==> src/lso_pkg.sv <==
// constants for the list sequencer and output control block
package lso_pkg;

  ////////////////////////////////////////////////////////////////////////////
  // bus and value widths
  localparam int unsigned ADDR_W = 8;
  localparam int unsigned DATA_W = 32;
  localparam int unsigned VAL_W = 16;
  localparam int unsigned SLOT_W = 6;

  ////////////////////////////////////////////////////////////////////////////
  // list geometry
  localparam logic [5:0] SLOT_FIRST = 6'h01;
  localparam logic [5:0] SLOT_LAST = 6'h28;
  localparam logic [5:0] SLOT_END = 6'h00;
  localparam int unsigned SLOT_COUNT = 41;

  ////////////////////////////////////////////////////////////////////////////
  // model limits in converter lsb units
  localparam logic [15:0] VOLTS_MAX = 16'hFFFF;
  localparam logic [15:0] AMPS_MAX = 16'hFFFF;
  localparam logic [15:0] AMPS_MIN = 16'h0000;
  localparam logic [15:0] AMPS_LOW_DIV = 16'h000A;

  ////////////////////////////////////////////////////////////////////////////
  // register byte offsets
  localparam logic [7:0] OFS_CTRL = 8'h00;
  localparam logic [7:0] OFS_SLOT_PTR = 8'h04;
  localparam logic [7:0] OFS_SLOT_VOLTS = 8'h08;
  localparam logic [7:0] OFS_SLOT_OVERVOLT = 8'h0C;
  localparam logic [7:0] OFS_SLOT_SUCC = 8'h10;
  localparam logic [7:0] OFS_FIRST_SLOT = 8'h14;
  localparam logic [7:0] OFS_VOLTS_SET = 8'h18;
  localparam logic [7:0] OFS_AMPS_SET = 8'h1C;
  localparam logic [7:0] OFS_AMPS_CLAMP = 8'h20;
  localparam logic [7:0] OFS_AMPS_MAX = 8'h24;
  localparam logic [7:0] OFS_AMPS_MIN = 8'h28;
  localparam logic [7:0] OFS_MEAS_AMPS = 8'h30;
  localparam logic [7:0] OFS_MEAS_VOLTS = 8'h34;
  localparam logic [7:0] OFS_MEAS_AMPS_X = 8'h38;
  localparam logic [7:0] OFS_MEAS_VOLTS_X = 8'h3C;
  localparam logic [7:0] OFS_QUEST = 8'h40;
  localparam logic [7:0] OFS_ERROR = 8'h44;
  localparam logic [7:0] OFS_SEQ_STAT = 8'h48;

  ////////////////////////////////////////////////////////////////////////////
  // field positions
  localparam int unsigned CTRL_OUT_ON = 0;
  localparam int unsigned CTRL_RANGE_HIGH = 1;
  localparam int unsigned CTRL_RUN = 2;
  localparam int unsigned CTRL_STEP = 3;
  localparam int unsigned CTRL_STOP = 4;
  localparam int unsigned QUEST_CMD_WARN = 13;
  localparam int unsigned ERR_PENDING = 16;
  localparam int unsigned STAT_ACTIVE = 8;

  ////////////////////////////////////////////////////////////////////////////
  // reset values and codes
  localparam logic RST_OUT_ON = 1'b1;
  localparam logic RST_RANGE_HIGH = 1'b1;
  localparam logic [15:0] ERR_RANGE = 16'hFF22;
  localparam logic [15:0] ERR_NONE = 16'h0000;

  typedef enum logic {SEQ_IDLE, SEQ_RUN} lso_seq_t;

endpackage : lso_pkg
==> src/lso_list_seq.sv <==
// list memory, sequencer and output control of a programmable dc source
module lso_list_seq (
  // clock and reset
  input wire logic clk_sys,
  input wire logic resetn,
  input wire logic clk_en,
  // register port
  input wire logic [lso_pkg::ADDR_W-1:0] reg_addr,
  input wire logic [lso_pkg::DATA_W-1:0] reg_wdata,
  input wire logic reg_wr,
  input wire logic reg_rd,
  output logic [lso_pkg::DATA_W-1:0] reg_rdata,
  // local front panel controls, same clock
  input wire logic local_run,
  input wire logic local_step,
  // converter readback, asynchronous
  input wire logic [lso_pkg::VAL_W-1:0] meas_amps,
  input wire logic [lso_pkg::VAL_W-1:0] meas_volts,
  // analog loop programming
  output logic [lso_pkg::VAL_W-1:0] prog_volts,
  output logic [lso_pkg::VAL_W-1:0] prog_amps,
  output logic [lso_pkg::VAL_W-1:0] prog_overvolt,
  output logic supply_on_off_switch,
  output logic amps_range_high,
  output logic [lso_pkg::VAL_W-1:0] amps_full_scale,
  output logic seq_active,
  output logic [lso_pkg::SLOT_W-1:0] seq_slot
);

  ////////////////////////////////////////////////////////////////////////////
  // state
  logic [lso_pkg::VAL_W-1:0] slot_volts_value [0:lso_pkg::SLOT_COUNT-1];
  logic [lso_pkg::VAL_W-1:0] slot_overvolt_value [0:lso_pkg::SLOT_COUNT-1];
  logic [lso_pkg::SLOT_W-1:0] slot_successor_number [0:lso_pkg::SLOT_COUNT-1];
  logic [lso_pkg::SLOT_W-1:0] list_slot_pointer_q;
  logic [lso_pkg::SLOT_W-1:0] program_first_slot_q;
  logic [lso_pkg::VAL_W-1:0] volts_set_q;
  logic [lso_pkg::VAL_W-1:0] amps_setpoint_q;
  logic [lso_pkg::VAL_W-1:0] amps_upper_clamp_q;
  logic out_on_q;
  logic range_high_q;
  logic quest_warn_q;
  logic err_pend_q;
  logic [lso_pkg::VAL_W-1:0] err_code_q;
  logic [lso_pkg::DATA_W-1:0] rdata_q;
  logic [lso_pkg::DATA_W-1:0] rdata_d;
  lso_pkg::lso_seq_t seq_state_q;
  lso_pkg::lso_seq_t seq_state_d;
  logic [lso_pkg::SLOT_W-1:0] seq_slot_q;
  logic [lso_pkg::SLOT_W-1:0] seq_slot_d;
  logic [lso_pkg::VAL_W-1:0] meas_amps_s1_q;
  logic [lso_pkg::VAL_W-1:0] meas_amps_s2_q;
  logic [lso_pkg::VAL_W-1:0] meas_volts_s1_q;
  logic [lso_pkg::VAL_W-1:0] meas_volts_s2_q;

  ////////////////////////////////////////////////////////////////////////////
  // decode
  wire wr_ok = reg_wr && clk_en;
  wire rd_ok = reg_rd && clk_en;
  wire wr_ctrl = wr_ok && (reg_addr == lso_pkg::OFS_CTRL);
  wire wr_ptr = wr_ok && (reg_addr == lso_pkg::OFS_SLOT_PTR);
  wire wr_svolt = wr_ok && (reg_addr == lso_pkg::OFS_SLOT_VOLTS);
  wire wr_sover = wr_ok && (reg_addr == lso_pkg::OFS_SLOT_OVERVOLT);
  wire wr_succ = wr_ok && (reg_addr == lso_pkg::OFS_SLOT_SUCC);
  wire wr_first = wr_ok && (reg_addr == lso_pkg::OFS_FIRST_SLOT);
  wire wr_vset = wr_ok && (reg_addr == lso_pkg::OFS_VOLTS_SET);
  wire wr_aset = wr_ok && (reg_addr == lso_pkg::OFS_AMPS_SET);
  wire wr_clamp = wr_ok && (reg_addr == lso_pkg::OFS_AMPS_CLAMP);
  wire wr_quest = wr_ok && (reg_addr == lso_pkg::OFS_QUEST);
  wire rd_err = rd_ok && (reg_addr == lso_pkg::OFS_ERROR);
  wire rd_meas_x = rd_ok && ((reg_addr == lso_pkg::OFS_MEAS_AMPS_X) ||
                             (reg_addr == lso_pkg::OFS_MEAS_VOLTS_X));

  // value checks; upper bits of the write word must be clear too
  wire [lso_pkg::VAL_W-1:0] wval = reg_wdata[lso_pkg::VAL_W-1:0];
  wire hi_clear = (reg_wdata[lso_pkg::DATA_W-1:lso_pkg::VAL_W] == '0);
  wire [lso_pkg::SLOT_W-1:0] wslot = reg_wdata[lso_pkg::SLOT_W-1:0];
  wire slot_hi_clear = (reg_wdata[lso_pkg::DATA_W-1:lso_pkg::SLOT_W] == '0);
  wire slot_in = slot_hi_clear && (wslot >= lso_pkg::SLOT_FIRST) && (wslot <= lso_pkg::SLOT_LAST);
  wire succ_in = slot_hi_clear && (wslot <= lso_pkg::SLOT_LAST);
  wire volts_in = hi_clear && (wval <= lso_pkg::VOLTS_MAX);
  wire amps_in = hi_clear && (wval <= lso_pkg::AMPS_MAX);
  wire [lso_pkg::VAL_W-1:0] amps_clamped =
    (wval > amps_upper_clamp_q) ? amps_upper_clamp_q : wval;

  wire bad_write = (wr_ptr && !slot_in) ||
                   (wr_first && !slot_in) ||
                   (wr_succ && !succ_in) ||
                   (wr_svolt && !volts_in) ||
                   (wr_sover && !volts_in) ||
                   (wr_vset && !volts_in) ||
                   (wr_aset && !amps_in) ||
                   (wr_clamp && !amps_in);

  // the host owns slot pointer placement before slot access
  wire [lso_pkg::SLOT_W-1:0] ptr = list_slot_pointer_q;

  ////////////////////////////////////////////////////////////////////////////
  // list memory: no reset so contents ride through a warm reset
  always_ff @(posedge clk_sys) begin
    if (wr_svolt && volts_in) begin
      slot_volts_value[ptr] <= wval;
    end
    if (wr_sover && volts_in) begin
      slot_overvolt_value[ptr] <= wval;
    end
    if (wr_succ && succ_in) begin
      slot_successor_number[ptr] <= wslot;
    end
  end

  ////////////////////////////////////////////////////////////////////////////
  // pointers and setpoints
  always_ff @(posedge clk_sys or negedge resetn) begin
    if (!resetn) begin
      list_slot_pointer_q <= lso_pkg::SLOT_FIRST;
      program_first_slot_q <= lso_pkg::SLOT_FIRST;
    end else begin
      if (wr_ptr && slot_in) begin
        list_slot_pointer_q <= wslot;
      end
      if (wr_first && slot_in) begin
        program_first_slot_q <= wslot;
      end
    end
  end

  // setpoints stay in place while off, so they are the saved copy
  always_ff @(posedge clk_sys or negedge resetn) begin
    if (!resetn) begin
      volts_set_q <= '0;
      amps_setpoint_q <= '0;
      amps_upper_clamp_q <= lso_pkg::AMPS_MAX;
    end else begin
      if (wr_vset && volts_in) begin
        volts_set_q <= wval;
      end
      if (wr_aset && amps_in) begin
        amps_setpoint_q <= amps_clamped;
      end
      if (wr_clamp && amps_in) begin
        amps_upper_clamp_q <= wval;
      end
    end
  end

  always_ff @(posedge clk_sys or negedge resetn) begin
    if (!resetn) begin
      out_on_q <= lso_pkg::RST_OUT_ON;
      range_high_q <= lso_pkg::RST_RANGE_HIGH;
    end else if (wr_ctrl) begin
      out_on_q <= reg_wdata[lso_pkg::CTRL_OUT_ON];
      range_high_q <= reg_wdata[lso_pkg::CTRL_RANGE_HIGH];
    end
  end

  ////////////////////////////////////////////////////////////////////////////
  // status: set wins over clear on both flags
  always_ff @(posedge clk_sys or negedge resetn) begin
    if (!resetn) begin
      quest_warn_q <= 1'b0;
      err_pend_q <= 1'b0;
      err_code_q <= lso_pkg::ERR_NONE;
    end else begin
      if (rd_meas_x) begin
        quest_warn_q <= 1'b1;
      end else if (wr_quest && reg_wdata[lso_pkg::QUEST_CMD_WARN]) begin
        quest_warn_q <= 1'b0;
      end
      if (bad_write) begin
        err_pend_q <= 1'b1;
        err_code_q <= lso_pkg::ERR_RANGE;
      end else if (rd_err) begin
        err_pend_q <= 1'b0;
        err_code_q <= lso_pkg::ERR_NONE;
      end
    end
  end

  ////////////////////////////////////////////////////////////////////////////
  // sequencer: run or step enters at the first slot, step walks the chain
  wire [lso_pkg::SLOT_W-1:0] succ_now = slot_successor_number[seq_slot_q];
  wire run_req = local_run || (wr_ctrl && reg_wdata[lso_pkg::CTRL_RUN]);
  wire step_req = local_step || (wr_ctrl && reg_wdata[lso_pkg::CTRL_STEP]);
  wire stop_req = wr_ctrl && reg_wdata[lso_pkg::CTRL_STOP];

  always_comb begin
    seq_state_d = seq_state_q;
    seq_slot_d = seq_slot_q;
    case (seq_state_q)
      lso_pkg::SEQ_IDLE: begin
        if (run_req || step_req) begin
          seq_state_d = lso_pkg::SEQ_RUN;
          seq_slot_d = program_first_slot_q;
        end
      end
      lso_pkg::SEQ_RUN: begin
        if (stop_req) begin
          seq_state_d = lso_pkg::SEQ_IDLE;
        end else if (step_req) begin
          if (succ_now == lso_pkg::SLOT_END) begin
            seq_state_d = lso_pkg::SEQ_IDLE;
          end else begin
            seq_slot_d = succ_now;
          end
        end
      end
      default: begin
        seq_state_d = lso_pkg::SEQ_IDLE;
      end
    endcase
  end

  always_ff @(posedge clk_sys or negedge resetn) begin
    if (!resetn) begin
      seq_state_q <= lso_pkg::SEQ_IDLE;
      seq_slot_q <= lso_pkg::SLOT_FIRST;
    end else if (clk_en) begin
      seq_state_q <= seq_state_d;
      seq_slot_q <= seq_slot_d;
    end
  end

  ////////////////////////////////////////////////////////////////////////////
  // measurement synchronisers; a moving multi-bit value may tear for one
  // sample, acceptable because the converter updates far slower than clk_sys
  always_ff @(posedge clk_sys or negedge resetn) begin
    if (!resetn) begin
      meas_amps_s1_q <= '0;
      meas_amps_s2_q <= '0;
      meas_volts_s1_q <= '0;
      meas_volts_s2_q <= '0;
    end else if (clk_en) begin
      meas_amps_s1_q <= meas_amps;
      meas_amps_s2_q <= meas_amps_s1_q;
      meas_volts_s1_q <= meas_volts;
      meas_volts_s2_q <= meas_volts_s1_q;
    end
  end

  ////////////////////////////////////////////////////////////////////////////
  // read mux
  always_comb begin
    rdata_d = '0;
    case (reg_addr)
      lso_pkg::OFS_CTRL: begin
        rdata_d[lso_pkg::CTRL_OUT_ON] = out_on_q;
        rdata_d[lso_pkg::CTRL_RANGE_HIGH] = range_high_q;
      end
      lso_pkg::OFS_SLOT_PTR: rdata_d[lso_pkg::SLOT_W-1:0] = ptr;
      lso_pkg::OFS_SLOT_VOLTS: rdata_d[lso_pkg::VAL_W-1:0] = slot_volts_value[ptr];
      lso_pkg::OFS_SLOT_OVERVOLT: begin
        rdata_d[lso_pkg::VAL_W-1:0] = slot_overvolt_value[ptr];
      end
      lso_pkg::OFS_SLOT_SUCC: begin
        rdata_d[lso_pkg::SLOT_W-1:0] = slot_successor_number[ptr];
      end
      lso_pkg::OFS_FIRST_SLOT: rdata_d[lso_pkg::SLOT_W-1:0] = program_first_slot_q;
      lso_pkg::OFS_VOLTS_SET: rdata_d[lso_pkg::VAL_W-1:0] = volts_set_q;
      lso_pkg::OFS_AMPS_SET: rdata_d[lso_pkg::VAL_W-1:0] = amps_setpoint_q;
      lso_pkg::OFS_AMPS_CLAMP: rdata_d[lso_pkg::VAL_W-1:0] = amps_upper_clamp_q;
      lso_pkg::OFS_AMPS_MAX: rdata_d[lso_pkg::VAL_W-1:0] = lso_pkg::AMPS_MAX;
      lso_pkg::OFS_AMPS_MIN: rdata_d[lso_pkg::VAL_W-1:0] = lso_pkg::AMPS_MIN;
      lso_pkg::OFS_MEAS_AMPS, lso_pkg::OFS_MEAS_AMPS_X: begin
        rdata_d[lso_pkg::VAL_W-1:0] = meas_amps_s2_q;
      end
      lso_pkg::OFS_MEAS_VOLTS, lso_pkg::OFS_MEAS_VOLTS_X: begin
        rdata_d[lso_pkg::VAL_W-1:0] = meas_volts_s2_q;
      end
      lso_pkg::OFS_QUEST: rdata_d[lso_pkg::QUEST_CMD_WARN] = quest_warn_q;
      lso_pkg::OFS_ERROR: begin
        rdata_d[lso_pkg::ERR_PENDING] = err_pend_q;
        rdata_d[lso_pkg::VAL_W-1:0] = err_code_q;
      end
      lso_pkg::OFS_SEQ_STAT: begin
        rdata_d[lso_pkg::STAT_ACTIVE] = (seq_state_q == lso_pkg::SEQ_RUN);
        rdata_d[lso_pkg::SLOT_W-1:0] = seq_slot_q;
      end
      default: rdata_d = '0;
    endcase
  end

  always_ff @(posedge clk_sys or negedge resetn) begin
    if (!resetn) begin
      rdata_q <= '0;
    end else if (rd_ok) begin
      rdata_q <= rdata_d;
    end
  end

  ////////////////////////////////////////////////////////////////////////////
  // outputs: while a sequence runs the list drives volts and overvolt; amps stay on the setpoint
  wire seq_on = (seq_state_q == lso_pkg::SEQ_RUN);
  wire [lso_pkg::VAL_W-1:0] volts_src = seq_on ? slot_volts_value[seq_slot_q] : volts_set_q;
  wire [lso_pkg::VAL_W-1:0] over_src =
    seq_on ? slot_overvolt_value[seq_slot_q] : lso_pkg::VOLTS_MAX;

  assign reg_rdata = rdata_q;
  assign prog_volts = out_on_q ? volts_src : '0;
  assign prog_amps = out_on_q ? amps_setpoint_q : '0;
  assign prog_overvolt = over_src;
  assign supply_on_off_switch = out_on_q;
  assign amps_range_high = range_high_q;
  assign amps_full_scale = range_high_q ? lso_pkg::AMPS_MAX :
                           (lso_pkg::AMPS_MAX / lso_pkg::AMPS_LOW_DIV);
  assign seq_active = seq_on;
  assign seq_slot = seq_slot_q;

endmodule : lso_list_seq

==> config.mk <==
export PLATFORM = sky130hd
export DESIGN_NAME = lso_list_seq
export DESIGN_NICKNAME = d
export VERILOG_FILES = /design/src/lso_pkg.sv /design/src/lso_list_seq.sv
export SDC_FILE = /design/constraint.sdc
export NUM_CORES = 2
export LEC_CHECK = 0
export CAP_MARGIN = 20
export CELL_PAD_IN_SITES_DETAIL_PLACEMENT = 0
export CELL_PAD_IN_SITES_GLOBAL_PLACEMENT = 1
export CORE_MARGIN = 2
export CORE_UTILIZATION = 40
export CTS_CLUSTER_DIAMETER = 40
export DETAILED_ROUTE_END_ITERATION = 8
export DONT_BUFFER_PORTS = 1
export HOLD_SLACK_MARGIN = 0.12
export PLACE_DENSITY = 0.7
export SKIP_LAST_GASP = 1
export SYNTH_ARGS = -nofsm -noshare
export SYNTH_HDL_FRONTEND = slang
export SYNTH_SLANG_ARGS = --single-unit
==> constraint.sdc <==
create_clock -name clk_sys -period 4.32 [get_ports clk_sys]
set_input_delay 0.864 -clock clk_sys [delete_from_list [all_inputs] [get_ports clk_sys]]
set_output_delay 0.864 -clock clk_sys [all_outputs]
set_load 0.05 [all_outputs]
==> Word level (Yosys, flattened, before mapping) <==
Memories as Yosys holds them, arrays and structs flattened.
Index checks and enable logic that the tools add are counted.
W data, S select, Z words.
{ "totals": {"elab_cells": 142, "ram_bits": 1558, "output_inout_bits": 105, "ff_bits": 168, "input_bits": 79, "memories": 3} }
{ "memory_table": {"columns": ["name", "depth", "width", "read_ports", "rd_ports_with_merged_regs", "write_ports", "line_no", "text"], "rows": [
  ["slot_overvolt_value", 41, 16, 2, 0, 1, "lso_list_seq.sv:33", "logic [lso_pkg::VAL_W-1:0] slot_overvolt_value [0:lso_pkg::SLOT_COUNT-1];"],
  ["slot_volts_value", 41, 16, 2, 0, 1, "lso_list_seq.sv:32", "logic [lso_pkg::VAL_W-1:0] slot_volts_value [0:lso_pkg::SLOT_COUNT-1];"],
  ["slot_successor_number", 41, 6, 2, 0, 1, "lso_list_seq.sv:34", "logic [lso_pkg::SLOT_W-1:0] slot_successor_number [0:lso_pkg::SLOT_COUNT-1];"]
]} }
{ "op_classes": {"magnitude_cmp": 4, "reduce_logical": 61, "mux": 36, "n_eq_ne": 20, "n_bitwise": 1} }
{ "ops": {"columns": ["cell", "n"], "rows": [
  ["$mux W16", 8],
  ["$pmux W4 S13", 1],
  ["$eq A8 B6 Y1 const B", 6],
  ["$logic_and A1 B1 Y1", 38],
  ["$pmux W2 S9", 2],
  ["$pmux W4 S9", 1],
  ["$eq A8 B5 Y1 const B", 4],
  ["$pmux W2 S14", 1],
  ["$logic_not A26 Y1", 1],
  ["$eq A8 B7 Y1 const B", 3],
  ["$mux W6", 4],
  ["$pmux W1 S10", 2],
  ["$eq A8 B4 Y1 const B", 2],
  ["$gt A16 B16 Y1", 1],
  ["$le A16 B16 Y1 const B", 1],
  ["$logic_not A16 Y1", 1],
  ["$mux W1", 15],
  ["$pmux W6 S2", 1],
  ["$logic_or A1 B1 Y1", 11],
  ["$eq A8 B3 Y1 const B", 1],
  ["$logic_not A8 Y1", 1],
  ["$ge A6 B1 Y1 const B", 1],
  ["$le A6 B6 Y1 const B", 1],
  ["$logic_not A6 Y1", 1],
  ["other kinds (8)", 14]
]} }

==> Depth between registers and ports, before layout <==
{ "logic_depth": {"ltp_word": 13, "mapped_depth": 12, "depth_no_buf": 10} }

==> Worst setup path after synthesis <==
OpenSTA, ideal clock, no wires.
{ "synth_timing": {"kind": "register to output", "from": "register seq_slot_q, in the netlist seq_slot[1]", "to": "output port prog_overvolt[3] in the netlist's numbering", "path_stages_with_launch": 11, "arrival_time_ns": 3.328, "slack_ns": 0.128, "path_buffers": 5, "required_ns": 3.456, "path_cell_list": "dfrtp_1 > buf_2 > buf_4 > buf_2 > clkbuf_1 > buf_2 > mux4_2 > mux4_2 > mux2_2 > o21ai_1 > nand2_1"} }
{ "synth_via": {"elab_chain_cells": 2} }
{ "synth_rtl": {"columns": ["item", "line_no", "text"], "rows": [
  ["from (decl)", "lso_list_seq.sv:49", "logic [lso_pkg::SLOT_W-1:0] seq_slot_q;"],
  ["from (signal assigned)", "lso_list_seq.sv:217", "seq_slot_q <= lso_pkg::SLOT_FIRST;"],
  ["from (signal assigned)", "lso_list_seq.sv:220", "seq_slot_q <= seq_slot_d;"],
  ["$mem_v2 Z41 W16", null, null],
  ["$mux W16", "lso_list_seq.sv:296", "seq_on ? slot_overvolt_value[seq_slot_q] : lso_pkg::VOLTS_MAX;"],
  ["to (decl)", "lso_list_seq.sv:22", "output logic [lso_pkg::VAL_W-1:0] prog_overvolt,"]
]} }
Every way passes these cells.

==> Worst setup path in the final report <==
{ "layout_timing": {"from": "register seq_slot_q, in the netlist seq_slot[0]", "to": "output port prog_volts[0] in the netlist's numbering"} }
{ "layout_via": {"elab_chain_cells": 3} }
{ "layout_rtl": {"columns": ["item", "line_no", "text"], "rows": [
  ["$mem_v2 Z41 W16", null, null],
  ["$mux W16", "lso_list_seq.sv:294", "wire [lso_pkg::VAL_W-1:0] volts_src = seq_on ? slot_volts_value[seq_slot_q] : volts_set_q;"],
  ["$mux W16", "lso_list_seq.sv:299", "assign prog_volts = out_on_q ? volts_src : '0;"],
  ["to (decl)", "lso_list_seq.sv:20", "output logic [lso_pkg::VAL_W-1:0] prog_volts,"]
]} }
Every way passes these cells.

==> impl_metrics.ini <==
[logic_synthesis]
ys_ff_latch = 1710
postSynth.asyncResetShare = 0.0889
synth-edff-count = 1558
synth_top_area_frac = 0.591
postSynthCellCount = 4924
ys_types = 83
synth-simple-area-share = 0.0410
synth_area_leaders = edfxtp_1 59%, mux4_2 13%, dfrtp_1 4.1%
synth_compound_area_frac = 0.106
synthAdderAreaFrac = 0.00253
yosysWarnings = 0
seq_area_frac_synth = 0.639
synth.area.mux_share = 0.184
synth_area_per_cell_um2 = 16.1
synth-xor-area-share = 0
synth_top_family_by_area = multiplexers
yosys.area.top_type = edfxtp_1
synth_ff_type = edfxtp_1
synth_area_um2 = 79200

[cts]
cts-root-buf = clkbuf_16
cts_sinks = 1710
htreeDepth = 4
cts_tree = yes
cts_buffers = 202
cts_buffer_depth = 3
clk_latency_ns = 0.86
clkTransAtPathRegs_ns = 0.06

[sta]
fin_worst_skew_ns = 0.0372
setup_ws_ns = -0.572
slew_headroom = 0.210
max_freq_mhz = 204
min_period_ns = 4.89
tightest_slew_ns = 1.18
setup_viol_count_final = 32
fin_crit_sh = 1.13
rsz0062_at_grt = true
final-hold-violation-count = 0
slew_viol_final = 0
tns_ns = -14.62

[floorplanning]
die_area_um2 = 202000
die_w_um = 449
rows = 163
die_h_um = 449
ios = 184
initial_utilization = 0.402
core_area_um2 = 197000

[flow_run]
maxCapViolCount = 0

[worst_setup_path]
slowest_stage = dfstp_4
rrSetupSlack_ns = 0.11
crit_chain = buf_12, buf_12, clkbuf_16, mux4_2, mux4_2, mux2i_1, buf_4, o21ai_1, mux2i_1, nor2b_1, buf_6
cp.arrival_ns = 4.03
end_kind = output pin
cp_slowest_stage_delay_ns = 0.65
required_ns = 3.46
path_class = reg -> out
crit_fanout = 5
startpoint_type = flip-flop

[power]
p_per_area_nw_per_um2 = 555
leakage_nw = 30.8
ir_worst_vdd_mv = 0.745

[drt]
drtPass1Iterations = 9
wl_um = 301000
drc = 0
drtAntennaViolNets = 0
via_count = 54800
drt_iter0_markers = 9351
viasPerCell = 6.79
wl_per_cell_um = 37.2

[final_layout]
drive_above_1_share = 0.320
area_growth_pct = 19.2
final_util = 0.479
stdcell_count = 8077
design_area_um2 = 94400
layout.nets = 5341
nFillCells = 16500

[min_path]
hold_path.class = in -> reg

[global_route]
grt_pass1_vias = 52600
grt.total_usage = 0.289
grt_max_degree = 153
antenna_found_initial = 22
grt_pass1_wl_um = 414000
grt_overflow = 0

[placed_design]
dp_slack_ns = -0.184
place.gp.congestion = 0.942
dpl_cell_area_um2 = 85200
port_buffers = 0
placed_cells = 7600
dp_hpwl_um = 184000

[outcome]
status = finished with violations
violations = negative setup slack
[metrics by stage]
stage,hold WS (ns),power (mW)
after floorplan,0.466,27.5
after global placement,0.484,31.8
after detailed placement,0.487,31.9
after CTS,0.121,51.9
after global routing,0.126,53.7
final,0.150,52.4
[cells in the final DEF, fill, tap and decap left out, types with 64 or more instances in the layout]
cell / instances
mux2_2: 188
buf_4: 369
a31oi_1: 66
nand2_1: 266
o21ai_0: 128
a21oi_1: 107
nor2_1: 132
a221oi_1: 135
a22o_1: 64
mux4_2: 452
buf_12: 82
dfrtp_1: 121
clkbuf_16: 208
mux2i_1: 186
nor2_2: 81
edfxtp_1: 1558
a22oi_1: 346
[where the power goes]
group	leakage (nW)	switching (mW)	internal (mW)
registers	15.9	0.389	18.2
logic	11.5	8.00	7.86
clock network	3.41	7.39	10.6
total	30.8	15.8	36.6
[path summary, 6_finish.rpt]
path	startpoint	cells after the start	end
setup / recovery	seq_slot[0]	11	prog_volts[0]
hold / removal	reg_wdata[7]	0	slot_overvolt_value[32][7]
setup reg to reg	list_slot_pointer_q[0]	9	reg_rdata[2]
hold reg to reg	meas_volts_s1_q[7]	1	meas_volts_s2_q[7]
max in group asynchronous	resetn	2	meas_volts_s1_q[9]
min in group asynchronous	resetn	2	program_first_slot_q[5]
[what timing repair did]
action	4_1_cts	5_1_grt
gates resized for setup	162	54
hold buffers	9	9
pin swaps	7	15
cloned	20	4
endpoints found under the hold margin	280	86
setup buffers	38	15
endpoints found under the setup margin	32	35
[worst max-delay path: cells and delay by family (launching register included)]
family / cells / cell delay [ns]
buffers and inverters: 5 / 0.81
DFF: 1 / 0.65
AOI/OAI and AO/OA: 1 / 0.09
and+or+nand+nor: 1 / 0.11
muxes: 4 / 1.49
[cells in the mapped netlist (58+ instances only)]
| library cell | count |
|---|---|
| buf_1 | 70 |
| o211ai_1 | 58 |
| buf_2 | 109 |
| a221oi_1 | 135 |
| o21ai_0 | 133 |
| mux4_2 | 452 |
| clkbuf_1 | 210 |
| mux2i_1 | 204 |
| dfrtp_1 | 131 |
| mux2_2 | 204 |
| a22oi_1 | 346 |
| a22o_1 | 64 |
| nand2_1 | 277 |
| edfxtp_1 | 1558 |
| nor2_1 | 215 |
| a31oi_1 | 66 |
| a21oi_1 | 107 |
[sequential cells by signal, indices dropped and copies added (netlist names)]
signal	flops
slot_successor_number	246
seq_active	1
quest_warn_q	1
meas_volts_s2_q	16
amps_setpoint_q	16
meas_volts_s1_q	16
list_slot_pointer_q	6
meas_amps_s2_q	16
slot_overvolt_value	656
meas_amps_s1_q	16
program_first_slot_q	6
amps_upper_clamp_q	16
slot_volts_value	656
seq_slot	6
supply_on_off_switch	1
reg_rdata	17
err_code_q	1
amps_range_high	1
volts_set_q	16
[per-layer routing]
| layer | part of all wire | track usage | vias to the layer above |
|---|---|---|---|
| li1 | - | - | 21200 |
| met4 | 0.053 | 0.130 | 12 |
| met1 | 0.36 | 0.381 | 28100 |
| met3 | 0.14 | 0.0845 | 787 |
| met5 | 0.00023 | 0 | - |
| met2 | 0.45 | 0.444 | 4721 |
[cells by family after synthesis]
family,after synthesis
multiplexers,862
buffers and inverters,475
flip-flops,1710
other,2
AND/OR/NAND/NOR,717
AO/OA/AOI/OAI,1142
adder cells (fa/ha/maj),16
[cell type report]
type                            count  area, um^2  share of cell area
Tap cell                         2640        3300              0.0350
Timing Repair Buffer              544        5980              0.0634
Clock buffer                      219        5170              0.0548
Sequential cell                  1710       50700               0.537
Multi-Input combinational cell   2759       27200               0.288
Clock inverter                    162        1930              0.0205
Antenna cell                       14        35.0            0.000371
Inverter                           29         115             0.00122
Note: power is estimated with default switching activity, not from simulation.
